[config.mk]
export PLATFORM = sky130hd
export DESIGN_NAME = mtci_top
export DESIGN_NICKNAME = d
export VERILOG_FILES = /design/src/rtl/mtci_pkg.sv /design/src/rtl/mtci_queue_mem.sv /design/src/rtl/mtci_top.sv
export VERILOG_INCLUDE_DIRS = /design/src /design/src/rtl
export SDC_FILE = /design/constraint.sdc
export NUM_CORES = 2
export LEC_CHECK = 0
export BUFFER_PORTS_ARGS = -buffer_cell sky130_fd_sc_hd__clkbuf_2
export CORE_UTILIZATION = 50
export CTS_CLUSTER_SIZE = 40
export DETAILED_ROUTE_END_ITERATION = 16
export HOLD_SLACK_MARGIN = 0.15
export PLACE_DENSITY = 0.66
export SETUP_SLACK_MARGIN = 0.2
export SYNTH_ARGS = -nofsm -noshare
export SYNTH_HDL_FRONTEND = slang
export SYNTH_SLANG_ARGS = --single-unit
[constraint.sdc]
create_clock -name CLOCK -period 5.1 [get_ports CLOCK]
set_clock_uncertainty 0.15 [all_clocks]
set_input_delay 0.51 -clock CLOCK [delete_from_list [all_inputs] [get_ports CLOCK]]
set_output_delay 0.51 -clock CLOCK [all_outputs]
set_load 0.005 [all_outputs]
[src/rtl/mtci_regs.svh]
// Register offsets, field positions, reset values and timing counts of the
// multichannel transmit, command and interrupt queue block.
// Assumes a 12-bit APB byte address and 32-bit data words.
`ifndef MTCI_REGS_SVH
`define MTCI_REGS_SVH

// ==========================================================================
// Register offsets (byte addresses)
`define MTCI_OFS_CMD        12'h000
`define MTCI_OFS_QBASE      12'h004
`define MTCI_OFS_QPTR       12'h008
`define MTCI_OFS_SEVT       12'h00C
`define MTCI_WIN_PAGE       4'h1
`define MTCI_CH_SUB_MODE    2'h0
`define MTCI_CH_SUB_TX_INTERNAL_STATE  2'h1
`define MTCI_CH_SUB_MASK    2'h2
`define MTCI_CH_SUB_STATUS  2'h3
`define MTCI_CH_FIRST       4'h1
`define MTCI_CH_LAST        4'h4

// ==========================================================================
// Command register fields
`define MTCI_CMD_FLAG       0
`define MTCI_CMD_CH_LSB     2
`define MTCI_CMD_CH_MSB     7
`define MTCI_CMD_OP_LSB     8
`define MTCI_CMD_OP_MSB     10
`define MTCI_OP_STOP_TX     3'h1

// ==========================================================================
// Transmit internal state word fields
`define MTCI_TS_ZERO_HI     31
`define MTCI_TS_ZERO_LO     30
`define MTCI_TS_ONE         29
`define MTCI_TS_BIG_ENDIAN  28
`define MTCI_TS_CODE_MSB    27
`define MTCI_TS_CODE_LSB    24
`define MTCI_TS_AT_MSB      26
`define MTCI_TS_RESET       32'h2000_0000

// ==========================================================================
// Channel mode register fields
`define MTCI_MODE_ENT       0
`define MTCI_MODE_POL       1
`define MTCI_MODE_IDLE_MODE_SELECT      2

// ==========================================================================
// Interrupt queue entry, mask and serial event fields
`define MTCI_ENT_VALID      15
`define MTCI_ENT_WRAP       14
`define MTCI_ENT_CH_MSB     9
`define MTCI_ENT_CH_LSB     6
`define MTCI_EVENT_FIELD    16'h303F
`define MTCI_QPTR_RESET     6'h00

// ==========================================================================
// Line patterns and timing
`define MTCI_PAT_ABORT      8'h7F
`define MTCI_PAT_FLAG       8'h7E
`define MTCI_PAT_IDLE       8'hFF
`define MTCI_TICK_DIV       4'h8

`endif

[src/rtl/mtci_pkg.sv]
// Types shared by the transmit, command and interrupt queue block.
// Assumes four channels and a 64-entry interrupt queue.
package mtci_pkg;

	// ======================================================================
	// Interrupt queue writer states
	typedef enum logic [3:0] {
		Q_IDLE  = 4'b0001,
		Q_READ  = 4'b0010,
		Q_WRITE = 4'b0100,
		Q_EVENT = 4'b1000
	} mtci_qstate_t;

	// ======================================================================
	// Carriers
	typedef struct packed {
		logic        valid;
		logic [1:0]  channel;
		logic [15:0] bits;
	} mtci_event_t;

	typedef struct packed {
		logic        req;
		logic [1:0]  channel;
		logic        big_endian;
		logic [3:0]  code;
		logic [15:0] pointer;
	} mtci_fetch_t;

	typedef struct packed {
		logic        have;
		logic        last;
		logic [7:0]  data;
	} mtci_src_t;

	typedef struct packed {
		logic        valid;
		logic [1:0]  channel;
		logic [7:0]  data;
	} mtci_txbyte_t;

endpackage

[src/rtl/mtci_queue_mem.sv]
// Interrupt queue storage: 64 words of 16 bits, one port, registered read.
// Assumes a single owner of the port in any cycle.
`timescale 1ns/100ps
module mtci_queue_mem (
	input  wire logic        clk,
	input  wire logic        resetn,
	input  wire logic        we,
	input  wire logic [5:0]  addr,
	input  wire logic [15:0] wdata,
	output logic      [15:0] rdata
);

	logic [15:0] mem [0:63];

	// Write port
	always_ff @(posedge clk) begin
		if (we) begin
			mem[addr] <= wdata;
		end
	end

	// Registered read
	always_ff @(posedge clk or negedge resetn) begin
		if (!resetn) begin
			rdata <= 16'h0000;
		end else begin
			rdata <= mem[addr];
		end
	end

endmodule

[src/rtl/mtci_top.sv]
// Multichannel transmit engine: state words, host command, interrupt queue.
// Assumes an APB master, a byte source answering fetches in the same cycle,
// and an event source holding each event until it is accepted.
//
// Behaviour
// - High byte bits 0-1 of the transmit state read zero, bit 2 reads one.
// - State bit 3 picks fetch byte order: zero little-endian, one big-endian.
// - Function-code variant: state bits 4-7 go with every transmit fetch.
// - Address-type variant: bit 4 forced zero, bits 5-7 carry address type.
// - Stop command 001 halts the channel and clears its polling bit.
// - Stop mid-frame sends abort 7F, then idles or flags per idle mode.
// - Stop between frames keeps sending idles or flags per idle mode.
// - Stop leaves the transmit descriptor pointer unchanged.
// - Polling bit set by host starts or resumes channel transmission.
// - Event writes entry with channel and type, sets valid, bumps pointer.
// - Pointer reloads from base after the entry carrying the wrap bit.
// - Only events enabled in the channel mask produce a queue entry.
// - After each queue write the serial event register gains the event bits.
// - Entry holds valid 0, wrap 1, events and channel at their positions.
// - Mask zero blocks an event, one enables it; reserved mask bits zero.
`timescale 1ns/100ps
`include "mtci_regs.svh"
module mtci_top #(
	parameter bit FC_VARIANT = 1'b1
) (
	input  wire logic                  CLOCK,
	input  wire logic                  RESETN,
	input  wire logic                  PSEL,
	input  wire logic                  PENABLE,
	input  wire logic                  PWRITE,
	input  wire logic [11:0]           PADDR,
	input  wire logic [31:0]           PWDATA,
	output logic      [31:0]           PRDATA,
	output logic                       PREADY,
	output logic                       PSLVERR,
	input  wire mtci_pkg::mtci_event_t EVENT_IN,
	output logic                       EVENT_READY,
	output mtci_pkg::mtci_fetch_t      FETCH_OUT,
	input  wire mtci_pkg::mtci_src_t   FETCH_IN,
	output mtci_pkg::mtci_txbyte_t     TX_OUT
);

	// ======================================================================
	// Declarations
	logic [15:0]            cmd;
	logic [3:0]             tx_enable_bit;
	logic [3:0]             tx_polling_bit;
	logic [3:0]             idle_mode_select;
	logic [3:0]             in_frame;
	logic [3:0]             abort_pend;
	logic [31:0]            tx_internal_state [0:3];
	logic [15:0]            evmask [0:3];
	logic [15:0]            txptr  [0:3];
	logic [5:0]             qbase;
	logic [5:0]             qptr;
	logic [15:0]            sevt;
	mtci_pkg::mtci_qstate_t qstate;
	logic [1:0]             ev_ch;
	logic [15:0]            ev_bits;
	logic                   ack;
	logic                   mem_wait;
	logic [31:0]            rd_mux;
	logic [3:0]             tick_cnt;
	logic                   tick;
	logic                   tick_d;
	logic [1:0]             rr_ch;
	logic                   acc;
	logic                   is_win;
	logic                   is_ch;
	logic [1:0]             ch_idx;
	logic                   mapped;
	logic                   wr;
	logic [3:0]             stop_hit;
	logic [3:0]             sent;
	logic [15:0]            masked;
	logic                   q_we;
	logic [5:0]             q_addr;
	logic [15:0]            q_wdata;
	logic [15:0]            q_rdata;
	logic [15:0]            entry;

	// Keep fixed bits and, for the address-type part, clear bit 4
	function automatic logic [31:0] ts_fix(input logic [31:0] v);
		logic [31:0] r;
		r = v;
		r[`MTCI_TS_ZERO_HI] = 1'b0;
		r[`MTCI_TS_ZERO_LO] = 1'b0;
		r[`MTCI_TS_ONE]     = 1'b1;
		if (!FC_VARIANT) begin
			r[`MTCI_TS_CODE_MSB] = 1'b0;
		end
		return r;
	endfunction

	// ======================================================================
	// APB decode
	assign acc    = PSEL & PENABLE;
	assign is_win = (PADDR[11:8] == `MTCI_WIN_PAGE);
	assign is_ch  = (PADDR[11:8] == 4'h0) && (PADDR[7:4] >= `MTCI_CH_FIRST)
	                && (PADDR[7:4] <= `MTCI_CH_LAST);
	assign ch_idx = 2'(PADDR[5:4] - 2'h1);
	assign mapped = (PADDR[1:0] == 2'h0) && (is_win || is_ch
	                || PADDR == `MTCI_OFS_CMD || PADDR == `MTCI_OFS_QBASE
	                || PADDR == `MTCI_OFS_QPTR || PADDR == `MTCI_OFS_SEVT);
	assign wr      = acc & ack & PWRITE & mapped;
	assign PREADY  = acc & ack;
	assign PSLVERR = acc & ack & !mapped;

	// Access phase acknowledge; the queue window waits for its read word
	always_ff @(posedge CLOCK or negedge RESETN) begin
		if (!RESETN) begin
			ack <= 1'b0;
		end else if (ack) begin
			ack <= 1'b0;
		end else if (acc && (!(is_win && mapped) || mem_wait)) begin
			ack <= 1'b1;
		end
	end

	// Queue window read issued while the queue writer is idle
	always_ff @(posedge CLOCK or negedge RESETN) begin
		if (!RESETN) begin
			mem_wait <= 1'b0;
		end else if (ack) begin
			mem_wait <= 1'b0;
		end else if (acc && is_win && mapped && qstate == mtci_pkg::Q_IDLE) begin
			mem_wait <= 1'b1;
		end
	end

	// Read multiplexer over the register file
	always_comb begin
		rd_mux = 32'h0000_0000;
		if (PADDR == `MTCI_OFS_CMD) begin
			rd_mux = 32'(cmd);
		end else if (PADDR == `MTCI_OFS_QBASE) begin
			rd_mux = 32'(qbase);
		end else if (PADDR == `MTCI_OFS_QPTR) begin
			rd_mux = 32'(qptr);
		end else if (PADDR == `MTCI_OFS_SEVT) begin
			rd_mux = 32'(sevt);
		end else if (is_ch) begin
			case (PADDR[3:2])
				`MTCI_CH_SUB_MODE: begin
					rd_mux = 32'({idle_mode_select[ch_idx], tx_polling_bit[ch_idx], tx_enable_bit[ch_idx]});
				end
				`MTCI_CH_SUB_TX_INTERNAL_STATE: begin
					rd_mux = tx_internal_state[ch_idx];
				end
				`MTCI_CH_SUB_MASK: begin
					rd_mux = 32'(evmask[ch_idx]);
				end
				default: begin
					rd_mux = 32'({abort_pend[ch_idx], in_frame[ch_idx], txptr[ch_idx]});
				end
			endcase
		end
	end

	// Read data register
	always_ff @(posedge CLOCK or negedge RESETN) begin
		if (!RESETN) begin
			PRDATA <= 32'h0000_0000;
		end else if (acc && !ack && !PWRITE) begin
			if (is_win && mapped) begin
				PRDATA <= 32'(q_rdata);
			end else if (mapped) begin
				PRDATA <= rd_mux;
			end else begin
				PRDATA <= 32'h0000_0000;
			end
		end
	end

	// ======================================================================
	// Host command register
	// operations arrive only as command register writes
	always_ff @(posedge CLOCK or negedge RESETN) begin
		if (!RESETN) begin
			cmd <= 16'h0000;
		end else if (wr && PADDR == `MTCI_OFS_CMD) begin
			cmd <= PWDATA[15:0];
		end else if (cmd[`MTCI_CMD_FLAG]) begin
			cmd[`MTCI_CMD_FLAG] <= 1'b0;
		end
	end

	// Stop command decode, one cycle after the write
	always_comb begin
		for (int c = 0; c < 4; c++) begin
			stop_hit[c] = cmd[`MTCI_CMD_FLAG]
			              && cmd[`MTCI_CMD_OP_MSB:`MTCI_CMD_OP_LSB] == `MTCI_OP_STOP_TX
			              && cmd[`MTCI_CMD_CH_MSB:`MTCI_CMD_CH_LSB] == 6'(c);
			sent[c]     = FETCH_OUT.req && FETCH_OUT.channel == 2'(c) && FETCH_IN.have;
		end
	end

	// ======================================================================
	// Per-channel configuration and frame state
	always_ff @(posedge CLOCK or negedge RESETN) begin
		if (!RESETN) begin
			tx_enable_bit        <= 4'h0;
			tx_polling_bit        <= 4'h0;
			idle_mode_select       <= 4'h0;
			in_frame   <= 4'h0;
			abort_pend <= 4'h0;
			for (int c = 0; c < 4; c++) begin
				tx_internal_state[c] <= `MTCI_TS_RESET;
				evmask[c] <= 16'h0000;
				txptr[c]  <= 16'h0000;
			end
		end else begin
			for (int c = 0; c < 4; c++) begin
				if (wr && is_ch && ch_idx == 2'(c)) begin
					case (PADDR[3:2])
						`MTCI_CH_SUB_MODE: begin
							// host sets polling bit to start or resume
							tx_enable_bit[c]  <= PWDATA[`MTCI_MODE_ENT];
							tx_polling_bit[c]  <= PWDATA[`MTCI_MODE_POL];
							idle_mode_select[c] <= PWDATA[`MTCI_MODE_IDLE_MODE_SELECT];
						end
						`MTCI_CH_SUB_TX_INTERNAL_STATE: begin
							tx_internal_state[c] <= ts_fix(PWDATA);
						end
						`MTCI_CH_SUB_MASK: begin
							evmask[c] <= PWDATA[15:0] & `MTCI_EVENT_FIELD;
						end
						default: begin
						end
					endcase
				end
				// Frame tracking from bytes taken from the source
				if (sent[c]) begin
					in_frame[c] <= !FETCH_IN.last;
					if (FETCH_IN.last) begin
						txptr[c] <= 16'(txptr[c] + 16'h0001);
					end
				end
				// Abort goes out on the channel's next slot
				if (TX_OUT.valid && TX_OUT.channel == 2'(c)
				    && TX_OUT.data == `MTCI_PAT_ABORT && abort_pend[c]) begin
					abort_pend[c] <= 1'b0;
				end
				if (stop_hit[c]) begin
					tx_polling_bit[c]        <= 1'b0;
					abort_pend[c] <= in_frame[c] | (sent[c] & !FETCH_IN.last);
					in_frame[c]   <= 1'b0;
				end
			end
		end
	end

	// ======================================================================
	// Byte slot divider and round-robin channel
	assign tick = (tick_cnt == 4'(`MTCI_TICK_DIV - 4'h1));

	always_ff @(posedge CLOCK or negedge RESETN) begin
		if (!RESETN) begin
			tick_cnt <= 4'h0;
			tick_d   <= 1'b0;
			rr_ch    <= 2'h0;
		end else begin
			tick_cnt <= tick ? 4'h0 : 4'(tick_cnt + 4'h1);
			tick_d   <= tick;
			if (tick) begin
				rr_ch <= 2'(rr_ch + 2'h1);
			end
		end
	end

	// Fetch request for the slot's channel while it is active
	always_ff @(posedge CLOCK or negedge RESETN) begin
		if (!RESETN) begin
			FETCH_OUT <= '0;
		end else if (tick) begin
			FETCH_OUT.req        <= tx_enable_bit[rr_ch] & tx_polling_bit[rr_ch] & !stop_hit[rr_ch];
			FETCH_OUT.channel    <= rr_ch;
			FETCH_OUT.big_endian <= tx_internal_state[rr_ch][`MTCI_TS_BIG_ENDIAN];
			FETCH_OUT.code       <= FC_VARIANT ?
			                        tx_internal_state[rr_ch][`MTCI_TS_CODE_MSB:`MTCI_TS_CODE_LSB] :
			                        {1'b0, tx_internal_state[rr_ch][`MTCI_TS_AT_MSB:`MTCI_TS_CODE_LSB]};
			FETCH_OUT.pointer    <= txptr[rr_ch];
		end else begin
			FETCH_OUT.req <= 1'b0;
		end
	end

	// Line byte for the slot: data, abort, or idle fill
	always_ff @(posedge CLOCK or negedge RESETN) begin
		if (!RESETN) begin
			TX_OUT <= '0;
		end else begin
			TX_OUT.valid <= tick_d;
			if (tick_d) begin
				TX_OUT.channel <= FETCH_OUT.channel;
				if (sent[FETCH_OUT.channel]) begin
					TX_OUT.data <= FETCH_IN.data;
				end else if (abort_pend[FETCH_OUT.channel]) begin
					TX_OUT.data <= `MTCI_PAT_ABORT;
				end else if (idle_mode_select[FETCH_OUT.channel]) begin
					TX_OUT.data <= `MTCI_PAT_FLAG;
				end else begin
					TX_OUT.data <= `MTCI_PAT_IDLE;
				end
			end
		end
	end

	// ======================================================================
	// Interrupt queue writer
	// masked events leave no entry
	assign masked      = EVENT_IN.bits & evmask[EVENT_IN.channel] & `MTCI_EVENT_FIELD;
	assign EVENT_READY = (qstate == mtci_pkg::Q_IDLE) && !(PSEL && is_win);

	// entry layout with wrap bit kept from memory
	always_comb begin
		entry = ev_bits;
		entry[`MTCI_ENT_VALID] = 1'b1;
		entry[`MTCI_ENT_WRAP]  = q_rdata[`MTCI_ENT_WRAP];
		entry[`MTCI_ENT_CH_MSB:`MTCI_ENT_CH_LSB] = 4'(ev_ch);
	end

	// Queue state machine
	always_ff @(posedge CLOCK or negedge RESETN) begin
		if (!RESETN) begin
			qstate  <= mtci_pkg::Q_IDLE;
			ev_ch   <= 2'h0;
			ev_bits <= 16'h0000;
		end else begin
			case (qstate)
				mtci_pkg::Q_IDLE: begin
					if (EVENT_IN.valid && EVENT_READY && masked != 16'h0000) begin
						ev_ch   <= EVENT_IN.channel;
						ev_bits <= masked;
						qstate  <= mtci_pkg::Q_READ;
					end
				end
				mtci_pkg::Q_READ: begin
					qstate <= mtci_pkg::Q_WRITE;
				end
				mtci_pkg::Q_WRITE: begin
					qstate <= mtci_pkg::Q_EVENT;
				end
				mtci_pkg::Q_EVENT: begin
					qstate <= mtci_pkg::Q_IDLE;
				end
				default: begin
					qstate <= mtci_pkg::Q_IDLE;
				end
			endcase
		end
	end

	// Queue base and current pointer
	always_ff @(posedge CLOCK or negedge RESETN) begin
		if (!RESETN) begin
			qbase <= `MTCI_QPTR_RESET;
			qptr  <= `MTCI_QPTR_RESET;
		end else begin
			if (wr && PADDR == `MTCI_OFS_QBASE) begin
				qbase <= PWDATA[5:0];
			end
			if (wr && PADDR == `MTCI_OFS_QPTR) begin
				qptr <= PWDATA[5:0];
			end
			if (qstate == mtci_pkg::Q_WRITE) begin
				if (q_rdata[`MTCI_ENT_WRAP]) begin
					qptr <= qbase;
				end else begin
					qptr <= 6'(qptr + 6'h01);
				end
			end
		end
	end

	// Serial event register, write one to clear, set wins
	always_ff @(posedge CLOCK or negedge RESETN) begin
		if (!RESETN) begin
			sevt <= 16'h0000;
		end else begin
			sevt <= (sevt & ~((wr && PADDR == `MTCI_OFS_SEVT) ? PWDATA[15:0] : 16'h0000))
			        | ((qstate == mtci_pkg::Q_EVENT) ? ev_bits : 16'h0000);
		end
	end

	// Memory port: writer owns it outside idle, the bus otherwise
	assign q_addr  = (qstate != mtci_pkg::Q_IDLE) ? qptr : PADDR[7:2];
	assign q_we    = (qstate == mtci_pkg::Q_WRITE) || (wr && is_win);
	assign q_wdata = (qstate == mtci_pkg::Q_WRITE) ? entry : PWDATA[15:0];

	mtci_queue_mem u_mem (
		.clk    (CLOCK),
		.resetn (RESETN),
		.we     (q_we),
		.addr   (q_addr),
		.wdata  (q_wdata),
		.rdata  (q_rdata)
	);

endmodule

# [Word-level counts from Yosys, hierarchy flattened]
# Memory sizes are Yosys's and may differ from the RTL's. A register that Yosys moved wholly into a read port is not among the register bits.
# Cells that the tools add are included.
[totals] ff_bits=366 latchBits=0 ram_bits=1024 mem_bits_ro=0 n_memories=1
[op_classes] n_addsub=8 mul=0 div=0 order_cmp=8 n_eq_ne=27 shifts=0 mux=94 n_bitwise=22 reduce_logical=112
[mem_list] name="u_mem.mem" words=64 width=16 rd=1 rd_ports_with_merged_regs=1 write_ports=1 line_no="mtci_queue_mem.sv:13" source="logic [15:0] mem [0:63];"
[op_table] cell="$mux W32" count=9
[op_table] cell="$bmux W16 S2" count=4
[op_table] cell="$bmux W32 S2" count=2
[op_table] cell="$mux W16" count=8
[op_table] cell="$pmux W32 S3" count=1
[op_table] cell="$add A16 B1 Y16 const B" count=4
[op_table] cell="$mux W29" count=2
[op_table] cell="$logic_and A1 B1 Y1" count=49
[op_table] cell="$mux W1" count=44
[op_table] cell="$mux W14" count=3
[op_table] cell="$reduce_and A2 Y1" count=21
[op_table] cell="$reduce_bool A2 Y1" count=18
[op_table] cell="$eq A12 B4 Y1 const B" count=2
[op_table] cell="$mux W6" count=4
[op_table] cell="$mux W8" count=3
[op_table] cell="$bmux W1 S2" count=11
[op_table] cell="$and A16 B16 Y16" count=1
[op_table] cell="$not A16 Y16" count=1
[op_table] cell="$or A16 B14 Y16" count=1
[op_table] cell="$reduce_bool A16 Y1" count=1
[op_table] cell="$and A14 B14 Y14" count=1
[op_table] cell="$eq A2 B2 Y1 const B" count=7
[op_table] cell="$eq A12 B3 Y1 const B" count=1
[op_table] cell="$eq A6 B2 Y1 const B" count=2
[op_table] cell="other kinds (29)" count=71

# [Longest topological paths before layout]
[logic_depth] ltp_word=15 mapped_depth=15 ltp_nobuf=9

# [Modules after synthesis]
# A second synthesis with hierarchy kept.
[unflattened] cells_unflattened=3659 hier_area_um2=58046.9
[modules_own_cells] module="mtci_queue_mem" n_inst=1 cells_each=2226 area_each_um2=39909.5 seq_area_each_um2=31149.9
[modules_own_cells] module="mtci_top" n_inst=1 cells_each=1433 area_each_um2=18137.4 seq_area_each_um2=9110.0

# [Least setup slack after synthesis]
# Ideal clock, no wire load.
[synth_timing] path_type="register -> register" start="reg qstate[3]" end="mem u_mem.mem[0][14] (data pin)" setup_ns=0.702 t_arrival_ns=3.778 required_time_ns=4.248 slack_ns=0.470 path_stages_with_launch=5 n_path_buf=2 period_less_slack_ns=4.630 path_cell_list="dfrtp_1 or4b_1 clkbuf_1 clkbuf_1 o21ai_0"
[synth_between] elab_chain_len=2
[synth_rtl] item="start, declared" line_no="mtci_top.sv:57" source="mtci_pkg::mtci_qstate_t qstate;"
[synth_rtl] item="start signal, assigned" line_no="mtci_top.sv:326" source="qstate <= mtci_pkg::Q_IDLE;"
[synth_rtl] item="start signal, assigned" line_no="mtci_top.sv:335" source="qstate <= mtci_pkg::Q_READ;"
[synth_rtl] item="start signal, assigned" line_no="mtci_top.sv:339" source="qstate <= mtci_pkg::Q_WRITE;"
[synth_rtl] item="$eq A4 B3 Y1" line_no="mtci_top.sv:389" source="assign q_wdata = (qstate == mtci_pkg::Q_WRITE) ? entry : PWDATA[15:0];"
[synth_rtl] item="$mux W16" line_no="mtci_top.sv:389"
[synth_rtl] item="via q_wdata[14]" line_no="mtci_top.sv:78" source="logic [15:0] q_wdata;"
[synth_rtl] item="end, declared" line_no="mtci_queue_mem.sv:13"
# The timed path passes the listed nets, and every way through them passes these cells.

# [Worst setup path after layout]
[layout_timing] start="reg qstate[0]" end="reg u_mem.rdata[7], read port of u_mem.mem"
[layout_between] elab_chain_len=2
[layout_rtl] item="$ne A4 B1 Y1" line_no="mtci_top.sv:387" source="assign q_addr = (qstate != mtci_pkg::Q_IDLE) ? qptr : PADDR[7:2];"
[layout_rtl] item="$mux W6" line_no="mtci_top.sv:387"
[layout_rtl] item="end, declared" line_no="mtci_queue_mem.sv:10" source="output logic [15:0] rdata"
# Every way passes these cells.
# A chain may end at the register's enable or synchronous reset.

==> out/qor_table.md <==
| Parameter | Reported | Unit |
|---|---|---|
| Final number of max-transition violations | 0 | - |
| Core region area | 0.109 | mm^2 |
| Largest family of logic cells by synthesized area | compound AO/OA/AOI/OAI gates | - |
| Min-delay src | PWDATA[2] | - |
| Post-synthesis xor/xnor area fraction | 0.0105 | - |
| Clock latency at the later pin of the worst-skew pair | 770 | ps |
| Layout filler cell count | 8243 | - |
| FF+latch count, synth | 1404 | - |
| Number of distinct library cell variants in the gate-level netlist after synthesis | 66 | - |
| Post-CTS Hold Buffers | 65 | - |
| Number of iterations in the first detailed-routing pass | 9 | - |
| Time the worst path needs with I/O delays and setup | 4120 | ps |
| Num Clock Sinks | 1404 | - |
| Setup Total Neg Slack | 0 | ps |
| Initial DRC count | 3739 | - |
| Signed area change from the synthesized netlist to the final layout | 15.9 | % |
| Adder-cell area share of the yosys netlist | 0.00226 | - |
| PD cells | 372 | mW/mm^2 |
| Arrival time of data at the critical path endpoint | 4560 | ps |
| Buffer count from post-CTS setup fixing | 0 | - |
| Overall die width | 334 | um |
| Critical path origin | qstate[0]$_DFFE_PN1P_ | - |
| Period utilization | 0.808 | - |
| Post-CTS Resized | 0 | - |
| Post-Synthesis Cells | 3449 | - |
| Reg-to-reg startpoint | qstate[0]$_DFFE_PN1P_ | - |
| Detailed-placement wirelength estimate | 93400 | um |
| Antenna violation net count after detailed routing | 0 | - |
| Final Setup Violations | 0 | - |
| Total power | 23.8 | mW |
| Post-DR wirelength/cell | 28.3 | um |
| Remaining global-route overflow | 0 | - |
| First-pass GRT wire length | 223000 | um |
| Antenna violations before repair | 4 | - |
| Number of failing hold endpoints at the final stage | 0 | - |
| Input/output buffers | 134 | - |
| Proportion of synthesized chip area in sequential cells | 0.729 | - |
| Site row count | 121 | - |
| Largest fanout of any net on the critical path | 55 | - |
| Total via count after detailed routing | 33800 | - |
| Area of the multi-input gates | 0.0141 | mm^2 |
| Setup slack of the most critical reg-to-reg path | 980 | ps |
| Portion of netlist area occupied by mux cells | 0.0757 | - |
| Leak pwr | 23.2 | nW |
| Vias per cell | 6.31 | - |
| Vias in the first global route | 33300 | - |
| Footprint of the flip-flops and latches | 0.0403 | mm^2 |
| Average cell area after synthesis | 16.0 | um^2 |
| Total wire length | 152000 | um |
| Relative slew margins | 0.130 | - |
| Complex-gate fraction of the synthesized area | 0.113 | - |
| Clock-pin slew reported for the worst setup and hold paths after clock tree synthesis | 60 | ps |
| Critical path launch point type | flop | - |
| Die Footprint | 0.112 | mm^2 |
| Maximum level of the CTS H-tree | 4 | - |
| Number of primary I/O pins | 148 | - |
| Final Net Count | 3856 | - |
| Critical path required time | 5530 | ps |
| Max rail drop VDD | 0.000378 | V |
| DRC errors left | 0 | - |
| Cell-by-cell listing of the critical path | nor4b_4 > mux2_8 > buf_12 > a22o_1 > a221oi_1 > a31oi_1 > nor4_1 > nand2_1 | - |
| Main synth FF type | edfxtp_1 | - |
| Routability congestion estimate | 0.876 | - |
| Type of the worst min-delay path | primary input to flop | - |
| Library cell contributing the largest single delay on the critical path | mux2_8 | - |
| Setup Crit Path Kind | flop to flop | - |
| Fraction of registers with async set or reset after synthesis | 0.271 | - |
| Synth Warn # | 0 | - |
| Post-Synthesis Cell Area | 0.0552 | mm^2 |
| Post-Synth Simple-Gate Area | 0.0506 | - |
| RSZ-0062 raised after global routing | false | - |
| Number of synthesized flops with an enable pin | 1024 | - |
| Cell at the root of the clock tree | clkbuf_16 | - |
| Crit end category | flop | - |
| Initial Util | 0.506 | - |
| Max Buffers Root-to-Sink | 3 | - |
| Total global-route track usage | 0.272 | - |
| CTS buffer count | 146 | - |
| Reported max-cap violation count | 0 | - |
| TritonCTS clock tree | yes | - |
| Floorplan die height | 334 | um |
| Slew @ Worst Pin | 1310 | ps |
| Pin count of the biggest net entering global routing | 126 | - |
| Ratio of cells with drive above 1 in the final layout | 0.217 | - |
| Maximum single-stage delay on the critical path | 640 | ps |
| Maximum clock rate | 0.243 | GHz |
| Outcome | finished, final reports clean | - |
-- per-stage QoR --
stage	hold slack (ps)	worst slack (ps)	cells	area [um^2]	utilization
3_3_place_gp	306	1030	5031	58600	0.537
5_1_grt	201	903	5359	64000	0.586
2_1_floorplan	64.4	470	3450	55200	-
6_report	184	977	5360	64000	0.587
4_1_cts	152	1060	5359	64000	0.586
3_5_place_dp	310	952	5031	58600	0.537
-- layer usage --
metal | GRT usage | share of wire | up-vias
met5 | 0 | 0.00016 | -
met2 | 0.443 | 0.48 | 1757
li1 | - | - | 14400
met4 | 0.0981 | 0.034 | 4
met1 | 0.367 | 0.40 | 17300
met3 | 0.0486 | 0.084 | 285
-- power by group --
group,total (mW),switching (mW),internal (mW)
clock network,10.6,4.55,6.02
registers,12.3,0.0242,12.3
logic,0.956,0.675,0.281
-- worst paths after layout --
kind / to / depth (start not counted)
setup / recovery: u_mem.rdata[7]$_DFF_PN0_ / 8
hold / removal: sevt[2]$_DFF_PN0_ / 3
setup reg to reg: u_mem.rdata[7]$_DFF_PN0_ / 8
hold reg to reg: tick_cnt[0]$_DFF_PN0_ / 1
max in group asynchronous: ack$_DFF_PN0_ / 3
min in group asynchronous: FETCH_OUT[0]$_DFFE_PN0P_ / 2
-- flip-flops by register name, indices dropped and copies added, names as in the netlist, 6 cells and up --
name,count
cmd,16
ev_bits,8
u_mem.rdata,16
TX_OUT,11
tx_internal_state,116
FETCH_OUT,24
txptr,64
qbase,6
qptr,6
PRDATA,30
sevt,16
u_mem.mem,1024
evmask,32
-- synth_stat cells, types with 6 or more instances --
cell | number | share of area
or2_2 | 6 | 0.00068
dfrtp_1 | 379 | 0.17
a21boi_0 | 15 | 0.0020
nor3b_1 | 6 | 0.00082
nor3_1 | 25 | 0.0023
inv_1 | 25 | 0.0017
edfxtp_1 | 1024 | 0.56
a21oi_1 | 34 | 0.0031
a221oi_1 | 134 | 0.021
a31oi_1 | 129 | 0.015
xnor2_1 | 41 | 0.0065
nor2_1 | 123 | 0.0084
nand2b_1 | 7 | 0.00079
nand2_1 | 263 | 0.018
mux2_2 | 174 | 0.035
a22o_1 | 139 | 0.022
xor2_1 | 25 | 0.0040
or3_1 | 6 | 0.00068
nand3b_1 | 11 | 0.0015
mux2i_1 | 16 | 0.0029
a22oi_1 | 267 | 0.036
buf_2 | 83 | 0.0075
o21ai_1 | 6 | 0.00054
o211ai_1 | 8 | 0.0011
nand4_1 | 16 | 0.0018
clkbuf_1 | 109 | 0.0074
o21ai_0 | 64 | 0.0058
a222oi_1 | 9 | 0.0016
nand3_1 | 53 | 0.0048
and2_1 | 11 | 0.0012
ha_1 | 10 | 0.0023
buf_1 | 23 | 0.0016
mux4_2 | 89 | 0.036
nor4_1 | 32 | 0.0036
and3_1 | 12 | 0.0014
-- placed cells by master, fill, tap and decap left out, types with 53 or more instances in the layout --
master	instances
a22oi_1	267
buf_4	180
mux4_2	89
a221oi_1	134
clkbuf_16	146
edfxtp_1	1024
nand3_1	53
clkbuf_2	132
nor2_1	123
a31oi_1	129
nand2_1	254
o21ai_0	62
a22o_1	139
dlygate4sd3_1	65
dfrtp_1	379
mux2_2	170
-- final cells by class --
class | instances | share of cell area
Clock inverter | 73 | 0.0137
Multi-Input combinational cell | 1797 | 0.220
Timing Repair Buffer | 392 | 0.0462
Inverter | 27 | 0.00158
Clock buffer | 190 | 0.0612
Antenna cell | 1 | 0.0000391
Tap cell | 1476 | 0.0288
Sequential cell | 1404 | 0.629
-- worst max-delay path, delay by kind of cell, from the launching register on --
family,cells,cell delay [ps]
flip-flops,1,550
AO/OA/AOI/OAI,3,840
AND/OR/NAND/NOR,3,1390
multiplexers,1,640
buffers and inverters,1,290
-- cells by family after synthesis --
logic type,after synthesis
and+or+nand+nor,600
xor gates and xnor gates,66
AOI/OAI and AO/OA,835
other,1
adders and majority gates,10
buffers and inverters,249
muxes,284
DFF,1404
No activity file was read; power rests on OpenSTA's default activity.
